File: config.mk
export PLATFORM = sky130hd
export DESIGN_NAME = uvs_i2c_port
export DESIGN_NICKNAME = d
export VERILOG_FILES = /design/src/uvs_i2c_port.v /design/src/uvs_line_sampler.v
export VERILOG_INCLUDE_DIRS = /design/src
export SDC_FILE = /design/constraint.sdc
export NUM_CORES = 1
export LEC_CHECK = 0
export BUFFER_PORTS_ARGS = -buffer_cell sky130_fd_sc_hd__buf_2
export CORE_MARGIN = 5
export CORE_UTILIZATION = 55
export CTS_CLUSTER_DIAMETER = 40
export CTS_CLUSTER_SIZE = 10
export DETAILED_ROUTE_END_ITERATION = 12
export PLACE_DENSITY = 0.74
export SYNTH_ARGS = -nofsm -noshare
export SYNTH_HDL_FRONTEND = slang
export SYNTH_SLANG_ARGS = --single-unit
export TNS_END_PERCENT = 10
File: constraint.sdc
create_clock -name clk -period 4.47 [get_ports clk]
set_input_delay 0.447 -clock clk [delete_from_list [all_inputs] [get_ports clk]]
set_output_delay 0.447 -clock clk [all_outputs]
set_load 0.005 [all_outputs]
File: src/uvs_i2c_map.vh
// Constants for the two-wire register access port
`ifndef UVS_I2C_MAP_VH
`define UVS_I2C_MAP_VH
`define UVS_DEV_ADDR 7'h0d
`define UVS_ADDR_RESET 8'h00
`define UVS_BIT_CNT_RESET 3'h0
`define UVS_CLK_MHZ 20
`define UVS_SCL_MAX_KHZ 400
`define UVS_SCL_MIN_CYC ((`UVS_CLK_MHZ * 1000) / `UVS_SCL_MAX_KHZ)
`endif

File: src/uvs_i2c_port.v
// Slave-side register access port for the two-wire serial bus
// Behaviour
// - Own address with write bit opens write
// - First byte after address selects register
// - Data byte latched only once complete
// - Address steps up after each written byte
// - Selected register kept for later read
// - Works with serial clock up to 400 kHz
// - Repeated start with read returns selected data
// - Continued reads step address and return next
`timescale 1ns/1ps
`include "uvs_i2c_map.vh"
module uvs_i2c_port
#(
  parameter DEV_ADDR = `UVS_DEV_ADDR
)
(
  clk,
  nrst,
  sclIn,
  sdaIn,
  sdaOut,
  sdaOe,
  regSel,
  wrData,
  wrStb,
  rdData,
  rdStb,
  busActive
);
  input wire clk;
  input wire nrst;
  input wire sclIn;
  input wire sdaIn;
  output reg sdaOut;
  output reg sdaOe;
  output reg [7:0] regSel;
  output reg [7:0] wrData;
  output reg wrStb;
  input wire [7:0] rdData;
  output reg rdStb;
  output reg busActive;

  localparam ST_IDLE = 3'h0;
  localparam ST_DEVADR = 3'h1;
  localparam ST_ACK = 3'h2;
  localparam ST_REGADR = 3'h3;
  localparam ST_WDATA = 3'h4;
  localparam ST_RDATA = 3'h5;
  localparam ST_RACK = 3'h6;

  wire sclRise;
  wire sclFall;
  wire startSeen;
  wire stopSeen;
  wire sdaLevel;

  reg [2:0] state_ff;
  reg [2:0] afterAck_ff;
  reg [2:0] bitCnt_ff;
  reg [7:0] shift_ff;
  reg [7:0] txShift_ff;
  reg regPhase_ff;
  reg ackDone_ff;

  // Sampler runs on clk; the 20 MHz clock gives about 50 samples per 400 kHz bit
  uvs_line_sampler uSampler
  (
    .clk(clk),
    .nrst(nrst),
    .sclIn(sclIn),
    .sdaIn(sdaIn),
    .sclRise(sclRise),
    .sclFall(sclFall),
    .startSeen(startSeen),
    .stopSeen(stopSeen),
    .sdaLevel(sdaLevel)
  );

  // Transfer sequencer: address, register select, data bytes, acknowledges
  always @(posedge clk)
  begin
    if (!nrst)
    begin
      state_ff <= ST_IDLE;
      afterAck_ff <= ST_IDLE;
      bitCnt_ff <= `UVS_BIT_CNT_RESET;
      shift_ff <= 8'h00;
      txShift_ff <= 8'h00;
      regPhase_ff <= 1'b0;
      ackDone_ff <= 1'b0;
      sdaOut <= 1'b0;
      sdaOe <= 1'b0;
      regSel <= `UVS_ADDR_RESET;
      wrData <= 8'h00;
      wrStb <= 1'b0;
      rdStb <= 1'b0;
      busActive <= 1'b0;
    end
    else
    begin
      wrStb <= 1'b0;
      rdStb <= 1'b0;
      sdaOut <= 1'b0;
      if (stopSeen)
      begin
        state_ff <= ST_IDLE;
        sdaOe <= 1'b0;
        busActive <= 1'b0;
      end
      else if (startSeen)
      begin
        // Start or repeated start; register selection is kept
        state_ff <= ST_DEVADR;
        bitCnt_ff <= `UVS_BIT_CNT_RESET;
        sdaOe <= 1'b0;
        busActive <= 1'b1;
      end
      else
      begin
        case (state_ff)
          ST_IDLE:
          begin
            sdaOe <= 1'b0;
          end
          ST_DEVADR, ST_REGADR, ST_WDATA:
          begin
            if (sclRise)
            begin
              shift_ff <= {shift_ff[6:0], sdaLevel};
              bitCnt_ff <= bitCnt_ff + 3'h1;
            end
            else if (sclFall && bitCnt_ff == 3'h0 && regPhase_ff)
            begin
              regPhase_ff <= 1'b0;
              ackDone_ff <= 1'b0;
              if (state_ff == ST_DEVADR)
              begin
                if (shift_ff[7:1] != DEV_ADDR[6:0])
                begin
                  state_ff <= ST_IDLE;
                end
                else if (shift_ff[0])
                begin
                  // Read address: selected register goes out after ack
                  state_ff <= ST_ACK;
                  afterAck_ff <= ST_RDATA;
                  txShift_ff <= rdData;
                  rdStb <= 1'b1;
                  sdaOe <= 1'b1;
                end
                else
                begin
                  state_ff <= ST_ACK;
                  afterAck_ff <= ST_REGADR;
                  sdaOe <= 1'b1;
                end
              end
              else if (state_ff == ST_REGADR)
              begin
                regSel <= shift_ff;
                state_ff <= ST_ACK;
                afterAck_ff <= ST_WDATA;
                sdaOe <= 1'b1;
              end
              else
              begin
                // Whole byte in hand: write it to the selected register
                wrData <= shift_ff;
                wrStb <= 1'b1;
                state_ff <= ST_ACK;
                afterAck_ff <= ST_WDATA;
                sdaOe <= 1'b1;
              end
            end
            if (sclRise && bitCnt_ff == 3'h7)
            begin
              regPhase_ff <= 1'b1;
            end
          end
          ST_ACK:
          begin
            // Hold SDA low through one clock high period
            sdaOe <= 1'b1;
            // Step the address once the strobe has carried the written index
            if (wrStb)
            begin
              regSel <= regSel + 8'h01;
            end
            if (sclRise)
            begin
              ackDone_ff <= 1'b1;
            end
            else if (sclFall && ackDone_ff)
            begin
              state_ff <= afterAck_ff;
              bitCnt_ff <= `UVS_BIT_CNT_RESET;
              if (afterAck_ff == ST_RDATA)
              begin
                sdaOe <= ~txShift_ff[7];
                txShift_ff <= {txShift_ff[6:0], 1'b0};
              end
              else
              begin
                sdaOe <= 1'b0;
              end
            end
          end
          ST_RDATA:
          begin
            // Shift out MSB first; drive low only for zero bits
            if (sclFall)
            begin
              bitCnt_ff <= bitCnt_ff + 3'h1;
              if (bitCnt_ff == 3'h7)
              begin
                sdaOe <= 1'b0;
                // Next index now, so rdData is settled before the host ack ends
                regSel <= regSel + 8'h01;
                state_ff <= ST_RACK;
                ackDone_ff <= 1'b0;
              end
              else
              begin
                sdaOe <= ~txShift_ff[7];
                txShift_ff <= {txShift_ff[6:0], 1'b0};
              end
            end
          end
          ST_RACK:
          begin
            sdaOe <= 1'b0;
            if (sclRise)
            begin
              ackDone_ff <= ~sdaLevel;
            end
            else if (sclFall)
            begin
              if (ackDone_ff)
              begin
                // Host acknowledged: next register goes out
                txShift_ff <= {rdData[6:0], 1'b0};
                sdaOe <= ~rdData[7];
                rdStb <= 1'b1;
                bitCnt_ff <= `UVS_BIT_CNT_RESET;
                state_ff <= ST_RDATA;
              end
              else
              begin
                state_ff <= ST_IDLE;
              end
            end
          end
          default:
          begin
            state_ff <= ST_IDLE;
            sdaOe <= 1'b0;
          end
        endcase
      end
    end
  end
endmodule // uvs_i2c_port

File: src/uvs_line_sampler.v
// Edge and condition detector for the serial clock and data lines
`timescale 1ns/1ps
module uvs_line_sampler
(
  clk,
  nrst,
  sclIn,
  sdaIn,
  sclRise,
  sclFall,
  startSeen,
  stopSeen,
  sdaLevel
);
  input wire clk;
  input wire nrst;
  input wire sclIn;
  input wire sdaIn;
  output wire sclRise;
  output wire sclFall;
  output wire startSeen;
  output wire stopSeen;
  output wire sdaLevel;

  reg sclA_ff;
  reg sdaA_ff;
  reg sclB_ff;
  reg sdaB_ff;

  // Two-stage history of each line; bus idles high
  always @(posedge clk)
  begin
    if (!nrst)
    begin
      sclA_ff <= 1'b1;
      sdaA_ff <= 1'b1;
      sclB_ff <= 1'b1;
      sdaB_ff <= 1'b1;
    end
    else
    begin
      sclA_ff <= sclIn;
      sdaA_ff <= sdaIn;
      sclB_ff <= sclA_ff;
      sdaB_ff <= sdaA_ff;
    end
  end

  // Edges and bus conditions from the registered history
  assign sclRise = sclA_ff & ~sclB_ff;
  assign sclFall = ~sclA_ff & sclB_ff;
  assign startSeen = sclA_ff & sclB_ff & ~sdaA_ff & sdaB_ff;
  assign stopSeen = sclA_ff & sclB_ff & sdaA_ff & ~sdaB_ff;
  assign sdaLevel = sdaA_ff;
endmodule // uvs_line_sampler

==> summary.txt <==
Layout
  – Layout net count: 389
  – Commonest non-fill, non-tap cell in the layout: dfxtp_1
  – Commonest non-fill, non-tap cells in the layout: dfxtp_1, a21oi_1, nand2_1
  – # fillers: 441
  – Layout area overhead: 10.2%
  – Share of cells above drive strength 1: 14.2%
  – Antenna Cells: 0
  – Post-route design area: 3000 um^2

STA
  – Fmax: approximately 0.37 GHz
  – Setup TNS: 0 ns
  – Final Cycle Share: 60.1%
  – Setup Viol. Count Final: 0
  – Fin. Hold Viols: 0
  – Worst Hold Slack: 0.304 ns
  – Worst-Margin Slew: 0.752 ns
  – RSZ-0062 raised after global routing: false
  – Worst slew margin: about half
  – Max Transition Viols Final: 0
  – Worst Skew: 0.00939 ns
  – Tmin final: 2.69 ns

Synthesis
  – Yosys reg bits: 51
  – Post-synth EDFFs: 0
  – Simple-gate portion of the synthesized area: 25.4%
  – Post-Synth XOR/XNOR Area: less than 1%
  – Post-synthesis net count: 369
  – Async SR Flop Fraction: 0%
  – Cells after Synth: 353
  – Post-synthesis cell area: 2720 um^2
  – Distinct cells, synth: 54
  – Yosys Warn Count: 0
  – Register area share after synthesis: a little under two fifths
  – Avg Cell Area, Syn: 7.72 um^2
  – Area fraction in compound gates after synthesis: between 20% and 30%
  – Primary FF master, synth: dfxtp_1
  – Largest family of logic cells by synthesized area: compound AO/OA/AOI/OAI gates
  – Post-Synth Adder-Cell Area: between 1.5 and 2%
  – Post-synthesis mux area share: 3.67%

Critical path
  – Worst r2r src: state_ff[0]
  – Crit path max fanout: 20
  – Worst Path Arrival: 2.94 ns
  – CP max stage cell: dfxtp_1
  – Required time worst endpoint: 4.72 ns
  – R2R depth: 7
  – Ordered cell list for the critical path: buf_4, nand2b_1, o2bb2ai_1, o32a_1, nand4_1, a311o_1, a21oi_1
  – R2r setup slk: around 1.8 ns
  – Peak per-stage delay on the critical path: 0.60 ns
  – Reg2Reg Capture Point: txShift_ff[5]
  – CP Launch Point: state_ff[0]
  – Critical path capture point type: flop
  – Worst setup SP type: flop
  – Critical path class: flop to flop

Clock network
  – Clock Latency Late Sink: 0.32 ns
  – Post-CTS Setup Bufs: 0
  – Clk root buf: clkbuf_8
  – CTS tree: yes
  – CTS H-Tree Depth: 2
  – # resized after CTS: 0
  – CTS clk-pin slew, worst paths: approximately 0.10 ns
  – Cts bufs inserted: 5
  – Clock Sinks: 51
  – Max Root-Sink Buffers: 2
  – Hold Buf Count CTS: 0

Global route
  – Largest net degree at the start of global routing: 36
  – Vias in the first global route: roughly 2400
  – GRT Total Usage: 21.4%
  – Initial antenna violation count: 0
  – First-pass GRT wire length: 11.2 mm
  – GR Overflow Total: 0

Die
  – Row cnt: 25
  – Full die area: 6460 um^2
  – Initial Util: 57.3%
  – Die Span Y: 80.4 um
  – Num ports: 33
  – CORE AREA: 4750 um^2
  – Die W: 80.4 um

Power
  – Pwr per Cell Area: 276 nW/um^2
  – Leak: 1.19 nW
  – Peak supply drop: 195 uV

Placement
  – Port bufs: 31
  – Hpwl dp: 4.68 mm
  – Routability cong.: 0.927
  – Dpl cell area: 2900 um^2

Worst hold path
  – Hold Path Depth: 2
  – Worst hold path class: input pin to flop
  – Min-delay src: sclIn
  – Hold Path End: uSampler.sclA_ff

Drt
  – Initial detailed-routing violation count: 249
  – Met1 Wirelength: slightly below 3 mm
  – DR vias: between 2000 and 3000
  – DR WL met3: 380 um
  – DR top layer: met4
  – DR pass1 iterations: 5
  – Via-to-Cell Ratio: 6.01
  – Post-Route WL: about 6.5 mm
  – DRC: 0
  – Routed met2 length: 3.15 mm
  – Routed length per placed instance: 14.8 um
  – ANT nets after route: 0

Flow run
  – Number of max-cap violations: 0

Run status
  – Status: finished clean
-- layout make-up --
type / count / area, um^2 / area share [%]
clock buffer: 5 / 68.8 / 2.29
clock inverter: 3 / 33.8 / 1.13
multi-input combinational: 269 / 1570 / 52.2
timing repair buffer: 35 / 185 / 6.17
sequential: 51 / 1020 / 34.0
tap: 67 / 83.8 / 2.79
inverter: 11 / 41.3 / 1.38
-- worst max-delay path: cells and delay by family (launching register included) --
| kind | cells | cell delay (ns) |
|---|---|---|
| compound gates | 4 | 1.00 |
| buf+inv | 1 | 0.31 |
| flops | 1 | 0.60 |
| simple gates | 2 | 0.71 |
-- metrics by stage --
| stage | worst slack, ns | total power, mW | cells | util, % |
|---|---|---|---|---|
| floorplan | 2.68 | 0.523 | 353 | - |
| global placement | 1.93 | 0.542 | 433 | 61.0 |
| detailed placement | 1.83 | 0.543 | 433 | 61.0 |
| CTS | 1.82 | 0.836 | 441 | 63.1 |
| global route | 1.58 | 0.866 | 441 | 63.1 |
| finish | 1.78 | 0.827 | 441 | 63.1 |
-- flip-flops by register name, indices dropped and copies added (netlist names) --
signal and flops:
busActive 1, uSampler.sdaLevel 1, state_ff 3, uSampler.sdaB_ff 1
txShift_ff 8, rdStb 1, wrStb 1, uSampler.sclA_ff 1
regPhase_ff 1, sdaOe 1, bitCnt_ff 3, shift_ff 8
wrData 8, afterAck_ff 3, ackDone_ff 1, regSel 8
uSampler.sclB_ff 1
-- synthesized netlist by cell type (3+ instances only) --
cell type | n | area [um^2]
o221ai_1 | 3 | 26.3
o22ai_1 | 13 | 81.3
ha_1 | 4 | 50.1
a22oi_1 | 3 | 22.5
buf_2 | 6 | 30.0
nor3b_1 | 7 | 52.6
o21ai_1 | 6 | 30.0
nor3_1 | 6 | 30.0
nand2b_1 | 11 | 68.8
nand2_1 | 43 | 161
and3_1 | 3 | 18.8
o32ai_1 | 5 | 43.8
nand3_1 | 8 | 40.0
a211o_1 | 6 | 52.6
nor4_1 | 3 | 18.8
nor2_1 | 39 | 146
nand3b_1 | 3 | 22.5
inv_1 | 10 | 37.5
a21oi_1 | 44 | 220
o211ai_1 | 3 | 22.5
dfxtp_1 | 51 | 1020
o21ai_0 | 11 | 55.1
clkbuf_1 | 13 | 48.8
nor2b_1 | 5 | 31.3
mux2i_1 | 10 | 100
-- worst max-delay path by stage --
stage                          endpoint  cells after the start  slack [ns]
after floorplan               regSel[0]                      6        2.68
after global placement    txShift_ff[5]                      7        1.93
after detailed placement  txShift_ff[5]                      7        1.83
after CTS                 txShift_ff[5]                      7        1.82
after global routing      txShift_ff[5]                      6        1.58
final                     txShift_ff[5]                      7        1.78
-- per-layer routing --
| layer | vias up | track usage (%) |
|---|---|---|
| li1 | 1301 | - |
| met1 | 1243 | 27.9 |
| met2 | 95 | 35.2 |
| met3 | 11 | 5.72 |
| met4 | 0 | 5.41 |
| met5 | - | 0 |
-- power by group --
part	switching, mW	internal [mW]	leakage, nW	total [mW]
clock network	0.175	0.119	0.0519	0.294
registers	0.00706	0.459	0.412	0.466
logic	0.0425	0.0250	0.724	0.0675
-- kinds of logic after synthesis --
family,Yosys count
AOI/OAI and AO/OA,112
xor gates and xnor gates,1
adders and majority gates,4
buffers and inverters,33
DFF,51
muxes,10
other,1
and+or+nand+nor,141
Note: power is estimated with default switching activity, not from simulation.
